===== src/pkg/dem_pkg.sv =====
// Shared constants and types for the DDR2 extended mode and activate block.
package dem_pkg;
  // Pin group widths.
  localparam int ADDR_W = 13;
  localparam int BA_W   = 2;
  localparam int NBANK  = 4;
  localparam int COL_W  = 9;
  localparam int AL_W   = 3;
  localparam int LAT_W  = 4;
  localparam int SEG_W  = 7;

  // Bank address codes that pick the mode register being written.
  localparam logic [1:0] BA_MR   = 2'h0;
  localparam logic [1:0] BA_EMR1 = 2'h1;
  localparam logic [1:0] BA_EMR2 = 2'h2;
  localparam logic [1:0] BA_EMR3 = 2'h3;

  // Extended mode register 1 field positions.
  localparam int E1_DLL_DIS  = 0;
  localparam int E1_DRV_WEAK = 1;
  localparam int E1_RTT0     = 2;
  localparam int E1_AL_LO    = 3;
  localparam int E1_AL_HI    = 5;
  localparam int E1_RTT1     = 6;
  localparam int E1_DQSN_DIS = 10;

  // Extended mode register 2 keeps only this bit; others must be zero.
  localparam logic [12:0] E2_KEEP_MASK = 13'h0080;

  // Base mode register DLL reset bit and the all-banks precharge bit.
  localparam int MR_DLL_RST  = 8;
  localparam int PRE_ALL_BIT = 10;

  // Column address split: segment above, burst-4 offset below.
  localparam int SEG_LSB = 2;
  localparam int BURST4  = 4;

  // Additive latency limits; the all-ones code is reserved.
  localparam logic [2:0] AL_MAX  = 3'h6;
  localparam logic [2:0] AL_RSVD = 3'h7;

  // Register values after reset (all fields zero until written).
  localparam logic [12:0] EMR_RST = 13'h0000;

  // Least column-to-column spacing and DLL lock wait, in clocks.
  localparam int TCCD_CK     = 2;
  localparam int DLL_LOCK_CK = 200;
  localparam int LOCK_W      = 8;

  // Decoded command on the pins.
  typedef enum logic [3:0] {
    CMD_NOP,
    CMD_MRS,
    CMD_EMR1,
    CMD_EMR2,
    CMD_EMR3,
    CMD_ACT,
    CMD_RD,
    CMD_WR,
    CMD_PRE,
    CMD_REF
  } dem_cmd_t;

  // A column command travelling through the posted-CAS delay.
  typedef struct packed {
    logic             valid;
    logic             write;
    logic [BA_W-1:0]  bank;
    logic [COL_W-1:0] col;
  } dem_col_t;
endpackage : dem_pkg


===== src/pkg/dem_col_if.sv =====
// Carrier for one column command between the block's own modules.
`timescale 1ns/100ps
interface dem_col_if;
  dem_pkg::dem_col_t cmd;

  modport src (output cmd);
  modport dst (input cmd);
endinterface : dem_col_if


===== src/design/dem_ext_mode_act.sv =====
// Top of the DDR2 extended mode, activate and posted-CAS command logic.
`timescale 1ns/100ps
// How it works
// - All strobes low with bank code one writes extended mode register one.
// - Register one fields: DLL, drive, additive latency, termination, strobe disable.
// - Mode writes are taken only while every bank is precharged.
// - Self-refresh turns the DLL off; leaving it turns the DLL on unless register one disables it.
// - All strobes low with bank code two writes extended mode register two.
// - Termination is off throughout self-refresh regardless of its pin.
// - Activate decodes on its strobes; bank and row come from address pins.
// - Column commands are accepted from the clock after activate.
// - Column command decodes on its strobes; write enable picks direction.
// - A burst of four stays inside its aligned four-column segment.
// - Column commands wait the additive latency; read and write latencies follow.
module dem_ext_mode_act #(
  parameter int MAX_AL = 6
) (
  // Clock and reset.
  input  wire logic                         mclk,
  input  wire logic                         rst_n,
  // Command pins, sampled on the rising clock.
  input  wire logic                         cke,
  input  wire logic                         csN,
  input  wire logic                         rasN,
  input  wire logic                         casN,
  input  wire logic                         weN,
  input  wire logic [dem_pkg::BA_W-1:0]     ba,
  input  wire logic [dem_pkg::ADDR_W-1:0]   addr,
  input  wire logic                         odtPin,
  // Settings held in the base mode register outside this block.
  input  wire logic [dem_pkg::AL_W-1:0]     casLatency,
  input  wire logic                         burstInterleave,
  // Extended mode register contents and decoded fields.
  output logic [dem_pkg::ADDR_W-1:0]        extMode1,
  output logic [dem_pkg::ADDR_W-1:0]        extMode2,
  output logic [dem_pkg::ADDR_W-1:0]        extMode3,
  output logic                              dllEnabled,
  output logic                              dllLocked,
  output logic                              driveWeak,
  output logic [1:0]                        odtSetting,
  output logic [dem_pkg::AL_W-1:0]          addLatency,
  output logic                              strobeCompDisabled,
  output logic                              alReserved,
  // Power and termination state.
  output logic                              selfRefresh,
  output logic                              termActive,
  // Bank state.
  output logic [dem_pkg::NBANK-1:0]         bankOpen,
  // Latencies.
  output logic [dem_pkg::LAT_W-1:0]         readLatency,
  output logic [dem_pkg::LAT_W-1:0]         writeLatency,
  // Internally issued column command.
  output logic                              issueValid,
  output logic                              issueWrite,
  output logic [dem_pkg::BA_W-1:0]          issueBank,
  output logic [dem_pkg::ADDR_W-1:0]        issueRow,
  output logic [dem_pkg::SEG_W-1:0]         issueSegment,
  output logic [2*dem_pkg::BURST4-1:0]      burstCols,
  // Error pulses.
  output logic                              modeRejected,
  output logic                              modeReservedSet,
  output logic                              modeWithTerm,
  output logic                              colToClosed,
  output logic                              colTooClose,
  output logic                              readBeforeLock
);
  localparam int NB  = dem_pkg::NBANK;
  localparam int AW  = dem_pkg::ADDR_W;
  localparam int LW  = dem_pkg::LAT_W;
  localparam int LKW = dem_pkg::LOCK_W;
  localparam logic [LKW-1:0] LOCK_CNT = LKW'(dem_pkg::DLL_LOCK_CK);
  localparam logic [1:0]     CCD_CNT  = 2'(dem_pkg::TCCD_CK - 1);

  typedef struct packed {
    logic                         ckePrev;
    logic                         selfRef;
    logic [AW-1:0]                emr1;
    logic [AW-1:0]                emr2;
    logic [AW-1:0]                emr3;
    logic [NB-1:0]                open;
    logic [NB-1:0][AW-1:0]        row;
    logic                         dll;
    logic [LKW-1:0]               lockCnt;
    logic                         locked;
    logic                         term;
    logic                         alRsvd;
    logic [LW-1:0]                rdLat;
    logic [LW-1:0]                wrLat;
    logic [1:0]                   ccdCnt;
    dem_pkg::dem_col_t            iss;
    logic [AW-1:0]                issRow;
    logic [dem_pkg::BURST4-1:0][1:0] order;
    logic                         rej;
    logic                         rsvdSet;
    logic                         modeTerm;
    logic                         closedCol;
    logic                         tooClose;
    logic                         earlyRead;
  } dem_top_state_t;

  dem_top_state_t    stateQ;
  dem_top_state_t    stateD;
  dem_pkg::dem_cmd_t cmd;
  logic              live;
  logic              modeWrite;
  logic [2:0]        alRaw;
  logic [2:0]        alEff;

  dem_col_if colNew ();
  dem_col_if colIss ();

  // Commands count only with clock enable high on this and the last edge.
  assign live = cke && stateQ.ckePrev && !stateQ.selfRef;

  // Pin decoder; column commands are gated by the live condition.
  dem_cmd_decode uDecode (
    .csN    (csN),
    .rasN   (rasN),
    .casN   (casN),
    .weN    (weN),
    .ba     (ba),
    .addr   (addr),
    .colEn  (live),
    .cmd    (cmd),
    .colOut (colNew.src)
  );

  // reserved code runs at the longest latency
  assign alRaw = stateQ.emr1[dem_pkg::E1_AL_HI:dem_pkg::E1_AL_LO];
  assign alEff = (alRaw == dem_pkg::AL_RSVD) ? dem_pkg::AL_MAX : alRaw;

  // Posted-CAS delay for column commands.
  dem_posted_cas #(
    .MAX_AL (MAX_AL)
  ) uPosted (
    .mclk   (mclk),
    .rst_n  (rst_n),
    .al     (alEff),
    .newCmd (colNew.dst),
    .issued (colIss.src)
  );

  // Any of the three extended mode writes.
  assign modeWrite = (cmd == dem_pkg::CMD_EMR1) || (cmd == dem_pkg::CMD_EMR2) ||
                     (cmd == dem_pkg::CMD_EMR3);

  // Next state of the whole block.
  always_comb
  begin
    stateD           = stateQ;
    stateD.ckePrev   = cke;
    stateD.rej       = 1'b0;
    stateD.rsvdSet   = 1'b0;
    stateD.modeTerm  = 1'b0;
    stateD.closedCol = 1'b0;
    stateD.tooClose  = 1'b0;
    stateD.earlyRead = 1'b0;

    // refresh with clock enable falling enters self-refresh
    if (!stateQ.selfRef && stateQ.ckePrev && !cke && cmd == dem_pkg::CMD_REF && !csN)
      stateD.selfRef = 1'b1;
    else if (stateQ.selfRef && cke)
      stateD.selfRef = 1'b0;

    // Lock wait counts down while the DLL runs; self-refresh exit keeps lock.
    // It sits ahead of the command decode so that a fresh DLL reset wins.
    if (stateQ.lockCnt != '0 && stateQ.dll)
    begin
      stateD.lockCnt = stateQ.lockCnt - LKW'(1);
      stateD.locked  = (stateQ.lockCnt == LKW'(1));
    end

    if (live)
    begin
      unique case (cmd)
        dem_pkg::CMD_EMR1,
        dem_pkg::CMD_EMR2,
        dem_pkg::CMD_EMR3:
        begin
          // refused while any bank is open
          if (stateQ.open != '0)
          begin
            stateD.rej = 1'b1;
          end
          // register one takes the address pins
          else if (cmd == dem_pkg::CMD_EMR1)
          begin
            stateD.emr1 = addr;
          end
          // register two takes the address pins
          else if (cmd == dem_pkg::CMD_EMR2)
          begin
            stateD.emr2 = addr;
            stateD.rsvdSet = (addr & ~dem_pkg::E2_KEEP_MASK) != '0;
          end
          else
          begin
            stateD.emr3 = addr;
            stateD.rsvdSet = addr != '0;
          end
          stateD.modeTerm = modeWrite && (stateQ.term || odtPin);
        end
        dem_pkg::CMD_MRS:
        begin
          // a DLL reset restarts the lock wait
          if (addr[dem_pkg::MR_DLL_RST] && stateQ.open == '0)
          begin
            stateD.lockCnt = LOCK_CNT;
            stateD.locked  = 1'b0;
          end
        end
        dem_pkg::CMD_ACT:
        begin
          // open the bank and latch its row
          stateD.open[ba] = 1'b1;
          stateD.row[ba]  = addr;
        end
        dem_pkg::CMD_PRE:
        begin
          if (addr[dem_pkg::PRE_ALL_BIT])
            stateD.open = '0;
          else
            stateD.open[ba] = 1'b0;
        end
        dem_pkg::CMD_RD,
        dem_pkg::CMD_WR:
        begin
          // accepted from the clock after activate
          stateD.closedCol = !stateQ.open[ba];
          // spacing under two clocks is flagged
          stateD.tooClose  = stateQ.ccdCnt != '0;
          stateD.ccdCnt    = CCD_CNT;
          stateD.earlyRead = (cmd == dem_pkg::CMD_RD) && !stateQ.locked;
        end
        default:
        begin
        end
      endcase
    end

    // The spacing counter runs down one per clock after a column command.
    if (!(live && (cmd == dem_pkg::CMD_RD || cmd == dem_pkg::CMD_WR)) &&
        stateQ.ccdCnt != '0)
      stateD.ccdCnt = stateQ.ccdCnt - 2'h1;

    stateD.dll  = !stateQ.emr1[dem_pkg::E1_DLL_DIS] && !stateD.selfRef;
    stateD.term = odtPin && !stateD.selfRef &&
                  (stateQ.emr1[dem_pkg::E1_RTT0] || stateQ.emr1[dem_pkg::E1_RTT1]);

    // read latency is AL plus CL, write one less
    stateD.alRsvd = (alRaw == dem_pkg::AL_RSVD);
    stateD.rdLat  = {1'b0, alEff} + {1'b0, casLatency};
    stateD.wrLat  = stateD.rdLat - LW'(1);

    // The issued command picks up the row that its bank holds open.
    stateD.iss    = colIss.cmd;
    stateD.issRow = stateQ.row[colIss.cmd.bank];

    // burst order wraps inside the aligned segment
    for (int i = 0; i < dem_pkg::BURST4; i++)
    begin
      if (burstInterleave)
        stateD.order[i] = colIss.cmd.col[1:0] ^ 2'(i);
      else
        stateD.order[i] = colIss.cmd.col[1:0] + 2'(i);
    end
  end

  // State register; one asynchronous reset to constants.
  always_ff @(posedge mclk or negedge rst_n)
  begin
    if (!rst_n)
    begin
      stateQ      <= '0;
      stateQ.emr1 <= dem_pkg::EMR_RST;
      stateQ.emr2 <= dem_pkg::EMR_RST;
      stateQ.emr3 <= dem_pkg::EMR_RST;
    end
    else
    begin
      stateQ <= stateD;
    end
  end

  // Outputs, each straight from the state register.
  assign extMode1           = stateQ.emr1;
  assign extMode2           = stateQ.emr2;
  assign extMode3           = stateQ.emr3;
  assign dllEnabled         = stateQ.dll;
  assign dllLocked          = stateQ.locked;
  assign driveWeak          = stateQ.emr1[dem_pkg::E1_DRV_WEAK];
  assign odtSetting         = {stateQ.emr1[dem_pkg::E1_RTT1], stateQ.emr1[dem_pkg::E1_RTT0]};
  assign addLatency         = alRaw;
  assign strobeCompDisabled = stateQ.emr1[dem_pkg::E1_DQSN_DIS];
  assign alReserved         = stateQ.alRsvd;
  assign selfRefresh        = stateQ.selfRef;
  assign termActive         = stateQ.term;
  assign bankOpen           = stateQ.open;
  assign readLatency        = stateQ.rdLat;
  assign writeLatency       = stateQ.wrLat;
  assign issueValid         = stateQ.iss.valid;
  assign issueWrite         = stateQ.iss.write;
  assign issueBank          = stateQ.iss.bank;
  assign issueRow           = stateQ.issRow;
  assign issueSegment       = stateQ.iss.col[dem_pkg::COL_W-1:dem_pkg::SEG_LSB];
  assign burstCols          = stateQ.order;
  assign modeRejected       = stateQ.rej;
  assign modeReservedSet    = stateQ.rsvdSet;
  assign modeWithTerm       = stateQ.modeTerm;
  assign colToClosed        = stateQ.closedCol;
  assign colTooClose        = stateQ.tooClose;
  assign readBeforeLock     = stateQ.earlyRead;
endmodule : dem_ext_mode_act


===== src/design/dem_cmd_decode.sv =====
// Decoder from the command pins to a command code and a column command.
`timescale 1ns/100ps
module dem_cmd_decode (
  // Command pins.
  input  wire logic                     csN,
  input  wire logic                     rasN,
  input  wire logic                     casN,
  input  wire logic                     weN,
  input  wire logic [dem_pkg::BA_W-1:0] ba,
  input  wire logic [dem_pkg::ADDR_W-1:0] addr,
  // Column commands pass only while this is high.
  input  wire logic                     colEn,
  // Results.
  output dem_pkg::dem_cmd_t             cmd,
  dem_col_if.src                        colOut
);
  // Truth table of the strobes; a deselected chip sees no command.
  always_comb
  begin
    cmd = dem_pkg::CMD_NOP;
    if (!csN)
    begin
      unique case ({rasN, casN, weN})
        // mode write, bank code picks register
        // bank code two selects register 2
        3'h0:
        begin
          unique case (ba)
            dem_pkg::BA_MR:   cmd = dem_pkg::CMD_MRS;
            dem_pkg::BA_EMR1: cmd = dem_pkg::CMD_EMR1;
            dem_pkg::BA_EMR2: cmd = dem_pkg::CMD_EMR2;
            dem_pkg::BA_EMR3: cmd = dem_pkg::CMD_EMR3;
          endcase
        end
        3'h1: cmd = dem_pkg::CMD_REF;
        3'h2: cmd = dem_pkg::CMD_PRE;
        3'h3: cmd = dem_pkg::CMD_ACT;
        3'h4: cmd = dem_pkg::CMD_WR;
        3'h5: cmd = dem_pkg::CMD_RD;
        // Burst stop is not supported and reads as no operation.
        default: cmd = dem_pkg::CMD_NOP;
      endcase
    end
  end

  // Column command handed to the posted-CAS delay.
  always_comb
  begin
    colOut.cmd.valid = colEn && (cmd == dem_pkg::CMD_RD || cmd == dem_pkg::CMD_WR);
    colOut.cmd.write = (cmd == dem_pkg::CMD_WR);
    colOut.cmd.bank  = ba;
    colOut.cmd.col   = addr[dem_pkg::COL_W-1:0];
  end
endmodule : dem_cmd_decode


===== src/design/dem_posted_cas.sv =====
// Posted-CAS delay line that holds column commands for the additive latency.
`timescale 1ns/100ps
module dem_posted_cas #(
  parameter int MAX_AL = 6
) (
  // Clock and reset.
  input  wire logic                   mclk,
  input  wire logic                   rst_n,
  // Current additive latency, already limited to MAX_AL.
  input  wire logic [dem_pkg::AL_W-1:0] al,
  // Commands in and out.
  dem_col_if.dst                      newCmd,
  dem_col_if.src                      issued
);
  typedef struct packed {
    dem_pkg::dem_col_t [MAX_AL-1:0] slot;
  } dem_pc_state_t;

  dem_pc_state_t stateQ;
  dem_pc_state_t stateD;

  // hold for the additive latency
  // Slots shift toward zero each clock; a new command enters at slot
  // al-1 and so leaves slot zero exactly al clocks later. A latency
  // change while commands are in flight may reorder them.
  always_comb
  begin
    stateD = '0;
    for (int i = 0; i < MAX_AL - 1; i++)
    begin
      stateD.slot[i] = stateQ.slot[i+1];
    end
    if (al != '0)
    begin
      stateD.slot[int'(al) - 1] = newCmd.cmd;
    end
    issued.cmd = (al == '0) ? newCmd.cmd : stateQ.slot[0];
  end

  // State register.
  always_ff @(posedge mclk or negedge rst_n)
  begin
    if (!rst_n)
      stateQ <= '0;
    else
      stateQ <= stateD;
  end
endmodule : dem_posted_cas


===== config.mk =====
export PLATFORM = sky130hd
export DESIGN_NAME = dem_ext_mode_act
export DESIGN_NICKNAME = d
export VERILOG_FILES = /design/src/pkg/dem_pkg.sv /design/src/pkg/dem_col_if.sv /design/src/design/dem_ext_mode_act.sv /design/src/design/dem_cmd_decode.sv /design/src/design/dem_posted_cas.sv
export SDC_FILE = /design/constraint.sdc
export NUM_CORES = 1
export LEC_CHECK = 0
export BUFFER_PORTS_ARGS = -buffer_cell sky130_fd_sc_hd__buf_2
export CAP_MARGIN = 25
export CORE_ASPECT_RATIO = 0.75
export CORE_UTILIZATION = 25
export CTS_CLUSTER_DIAMETER = 60
export DETAILED_ROUTE_END_ITERATION = 16
export PLACE_DENSITY = 0.38
export RECOVER_POWER = 50
export SLEW_MARGIN = 20
export SYNTH_ARGS = -nofsm -noshare
export SYNTH_HDL_FRONTEND = slang
export SYNTH_SLANG_ARGS = --single-unit

===== constraint.sdc =====
create_clock -name mclk -period 6.8 [get_ports mclk]
set_input_delay 1.36 -clock mclk [delete_from_list [all_inputs] [get_ports mclk]]
set_output_delay 1.36 -clock mclk [all_outputs]
set_load 0.02 [all_outputs]

==> run_results.csv <==
group,metric,value,unit
outcome,outcome,"finished, final reports clean",
synthesis,synthesis.area,10200,sq um
power,swShare,0.2868,
grt,grt_pass1_vias,6214,
sta,worst_pin_slew,1.176,ns
sta,timing.final.crit_share,0.5877,
synthesis,synth_seq_area_share,0.5714,
synthesis,ys_ff_latch,233,
clocking,h-tree-depth,1,
synthesis,yosysUniqueCellTypes,61,
clocking,numCtsBuffers,28,
clocking,cts_resized,0,
clocking,cts.clk_slew.worst_paths,0.06,ns
detailed_routing,via_per_inst,4.317,
clocking,post-cts-setup-buffers,0,
floorplan,ios,128,
floorplan,fp.dieW,235.3,um
clocking,clock_sinks,233,
final_layout,layout_commonest_cell,"dfrtp_1",
clocking,ctsHoldBuffers,0,
final_layout,fin_area,11610,sq um
synthesis,syn_inst,850,
setup_path,critPathLaunchType,"flop",
detailed_routing,drtIter0Drc,360,
min_path,min_path_cells,2,
sta,hold_violations,0,
floorplan,rows,63,
final_layout,fillers,4099,
power,total_power,3.655,mW
detailed_routing,drtPass1Iterations,4,
job,maxCapViolations,0,
detailed_routing,drc,0,
final_layout,synthToLayoutAreaGrowth,13.81,%
final_layout,antenna_cells,0,
power,p_seq_frac,0.439,
setup_path,reg2reg_depth,9,
power,switching_power,1.048,mW
power,comb_power_share,0.157,
sta,setup_tns,0,ns
power,power.share.clock,0.404,
min_path,hp-class,"flop to flop",
place,io_buffers,127,
floorplan,die_y,177.0,um
setup_path,crit_fanout,27,
clocking,cts_tree,"built",
detailed_routing,vias,6126,
clocking,ctsLongestPathBuffers,3,
final_layout,final_cell_mix,"dfrtp_1 (233), nand2_1 (135), buf_2 (120)",
place,gp_congestion,0.7324,
place,hpwl,15.83,mm
sta,relSlewSlack,0.2160,
grt,antenna_found_initial,0,
sta,setup_viol,0,
sta,slew_viol_final,0,
clocking,clk_latency,0.55,ns
sta,max_freq,250.2,MHz
sta,rsz0062_at_grt,"false",
synthesis,syn-num-nets,892,
setup_path,crit_path_end_kind,"flop",
power,power.density,314.7,nW/um^2
detailed_routing,wl,25.53,mm
power,internal-power,2.606,mW
synthesis,synth-edff-count,0,
grt,grt-ovfl-total,0,
place,post-place-ws,2.750,ns
power,p_leak,5.907,nW
setup_path,cp_data_arrival_time,4.38,ns
setup_path,required,7.18,ns
sta,clock_skew,0.01903,ns
place,postPlaceCellArea,10710,sq um
grt,grt_usage,0.1254,
floorplan,dieArea,41640,sq um
power,vdd_drop_max,170.2,uV
synthesis,synth_flop_cell,"dfrtp_1",
grt,grt_max_degree,155,
floorplan,start_util,0.2558,
sta,period_minus_slack,3.996,ns
setup_path,crit_type,"flop to flop",
final_layout,fin_nets,925,
floorplan,core-area,39890,sq um
grt,grt_pass1_wl,39.95,mm
detailed_routing,wl_per_cell,17.99,um
synthesis,synth_area_per_cell,12.00,sq um
final_layout,drive_gt1_frac,0.3115,
sta,worst_slack,2.804,ns
detailed_routing,ant_nets,0,
clocking,clockRootBuffer,"clkbuf_16",
synthesis,async_flop_share,1.000,
synthesis,yosys_warnings,0,
==> final cells by class <==
class                   count  area [sq um]  share of cell area
well taps                 520         650.6             0.05603
multi-input cells         465          3443              0.2965
clock buffers              37         815.8             0.07025
repair buffers            134         710.7             0.06120
inverters                  21         78.83            0.006788
clock inverters             9         82.58            0.007111
flip-flops and latches    233          5831              0.5021
==> critical path, stage by stage (launching register included) <==
cell      delay (ns)
dfrtp_1         0.56
nor2_1          0.22
ha_1            0.16
clkbuf_1        0.86
mux2i_2         0.29
buf_4           0.36
clkinv_1        0.81
nand2_1         0.30
and3_1          0.19
a31oi_1         0.05
==> path summary, 6_finish.rpt <==
check | slack (ns) | end | from
max reg2reg | 2.80 | issueRow[12] | extMode1[4]
min reg2reg | 0.44 | uPosted.stateQ[36] | uPosted.stateQ[49]
min in group asynchronous | 0.77 | stateQ[60] | rst_n
max in group asynchronous | 4.69 | extMode3[5] | rst_n
max | 2.80 | issueRow[12] | extMode1[4]
min | 0.44 | uPosted.stateQ[36] | uPosted.stateQ[49]
==> logic make-up after synthesis <==
kind of cell               synth area share
and+or+nand+nor                      0.1148
DFF                                  0.5714
buffers and inverters               0.09197
muxes                                0.1534
AOI/OAI and AO/OA                   0.04243
adders and majority gates           0.01913
xor gates and xnor gates           0.006867
==> routing by layer <==
layer,vias up,wire (um),global-route usage
met5,-,0,0
met3,42,1328,0.02636
li1,2853,-,-
met1,3082,12570,0.1812
met4,0,615,0.03513
met2,149,11010,0.1883
==> sequential cells by signal, summed over array words and instances, names as in the netlist, 2 cells and up <==
register / flops
uPosted.stateQ: 78
stateQ: 64
extMode1: 13
extMode2: 13
extMode3: 13
issueRow: 13
issueSegment: 7
burstCols: 5
bankOpen: 4
readLatency: 4
writeLatency: 4
issueBank: 2
==> stage by stage <==
stage	std cells	utilization	hold slack, ns
6_report	1419	0.2911	0.4369
5_1_grt	1419	0.2911	0.4485
4_1_cts	1418	0.2911	0.4377
3_5_place_dp	1372	0.2686	0.4308
3_3_place_gp	1371	0.2682	0.4276
2_1_floorplan	850	-	0.4212
==> synth_stat cells (6+ instances only) <==
| cell type | count | area share |
|---|---|---|
| nor3_1 | 7 | 0.0034 |
| mux2_1 | 27 | 0.030 |
| clkbuf_1 | 30 | 0.011 |
| mux2_2 | 79 | 0.087 |
| and2_1 | 13 | 0.0080 |
| nor4_1 | 6 | 0.0037 |
| a31oi_1 | 13 | 0.0080 |
| nand2b_1 | 6 | 0.0037 |
| buf_4 | 89 | 0.065 |
| mux2_4 | 19 | 0.028 |
| inv_1 | 20 | 0.0074 |
| nor2_1 | 27 | 0.0099 |
| buf_2 | 9 | 0.0044 |
| nand3_1 | 7 | 0.0034 |
| dfrtp_1 | 233 | 0.57 |
| and3_1 | 16 | 0.0098 |
| ha_1 | 14 | 0.017 |
| o21ai_0 | 25 | 0.012 |
| nand2_1 | 135 | 0.050 |
==> power groups by stage <==
stage	combinational, mW	sequential [mW]	clock, mW
floorplan	0.484	1.61	0
global placement	0.586	1.63	0
detailed placement	0.588	1.63	0
CTS	0.590	1.61	1.53
global route	0.634	1.62	1.58
finish	0.572	1.61	1.48
Power figures use the tool's default switching activity.
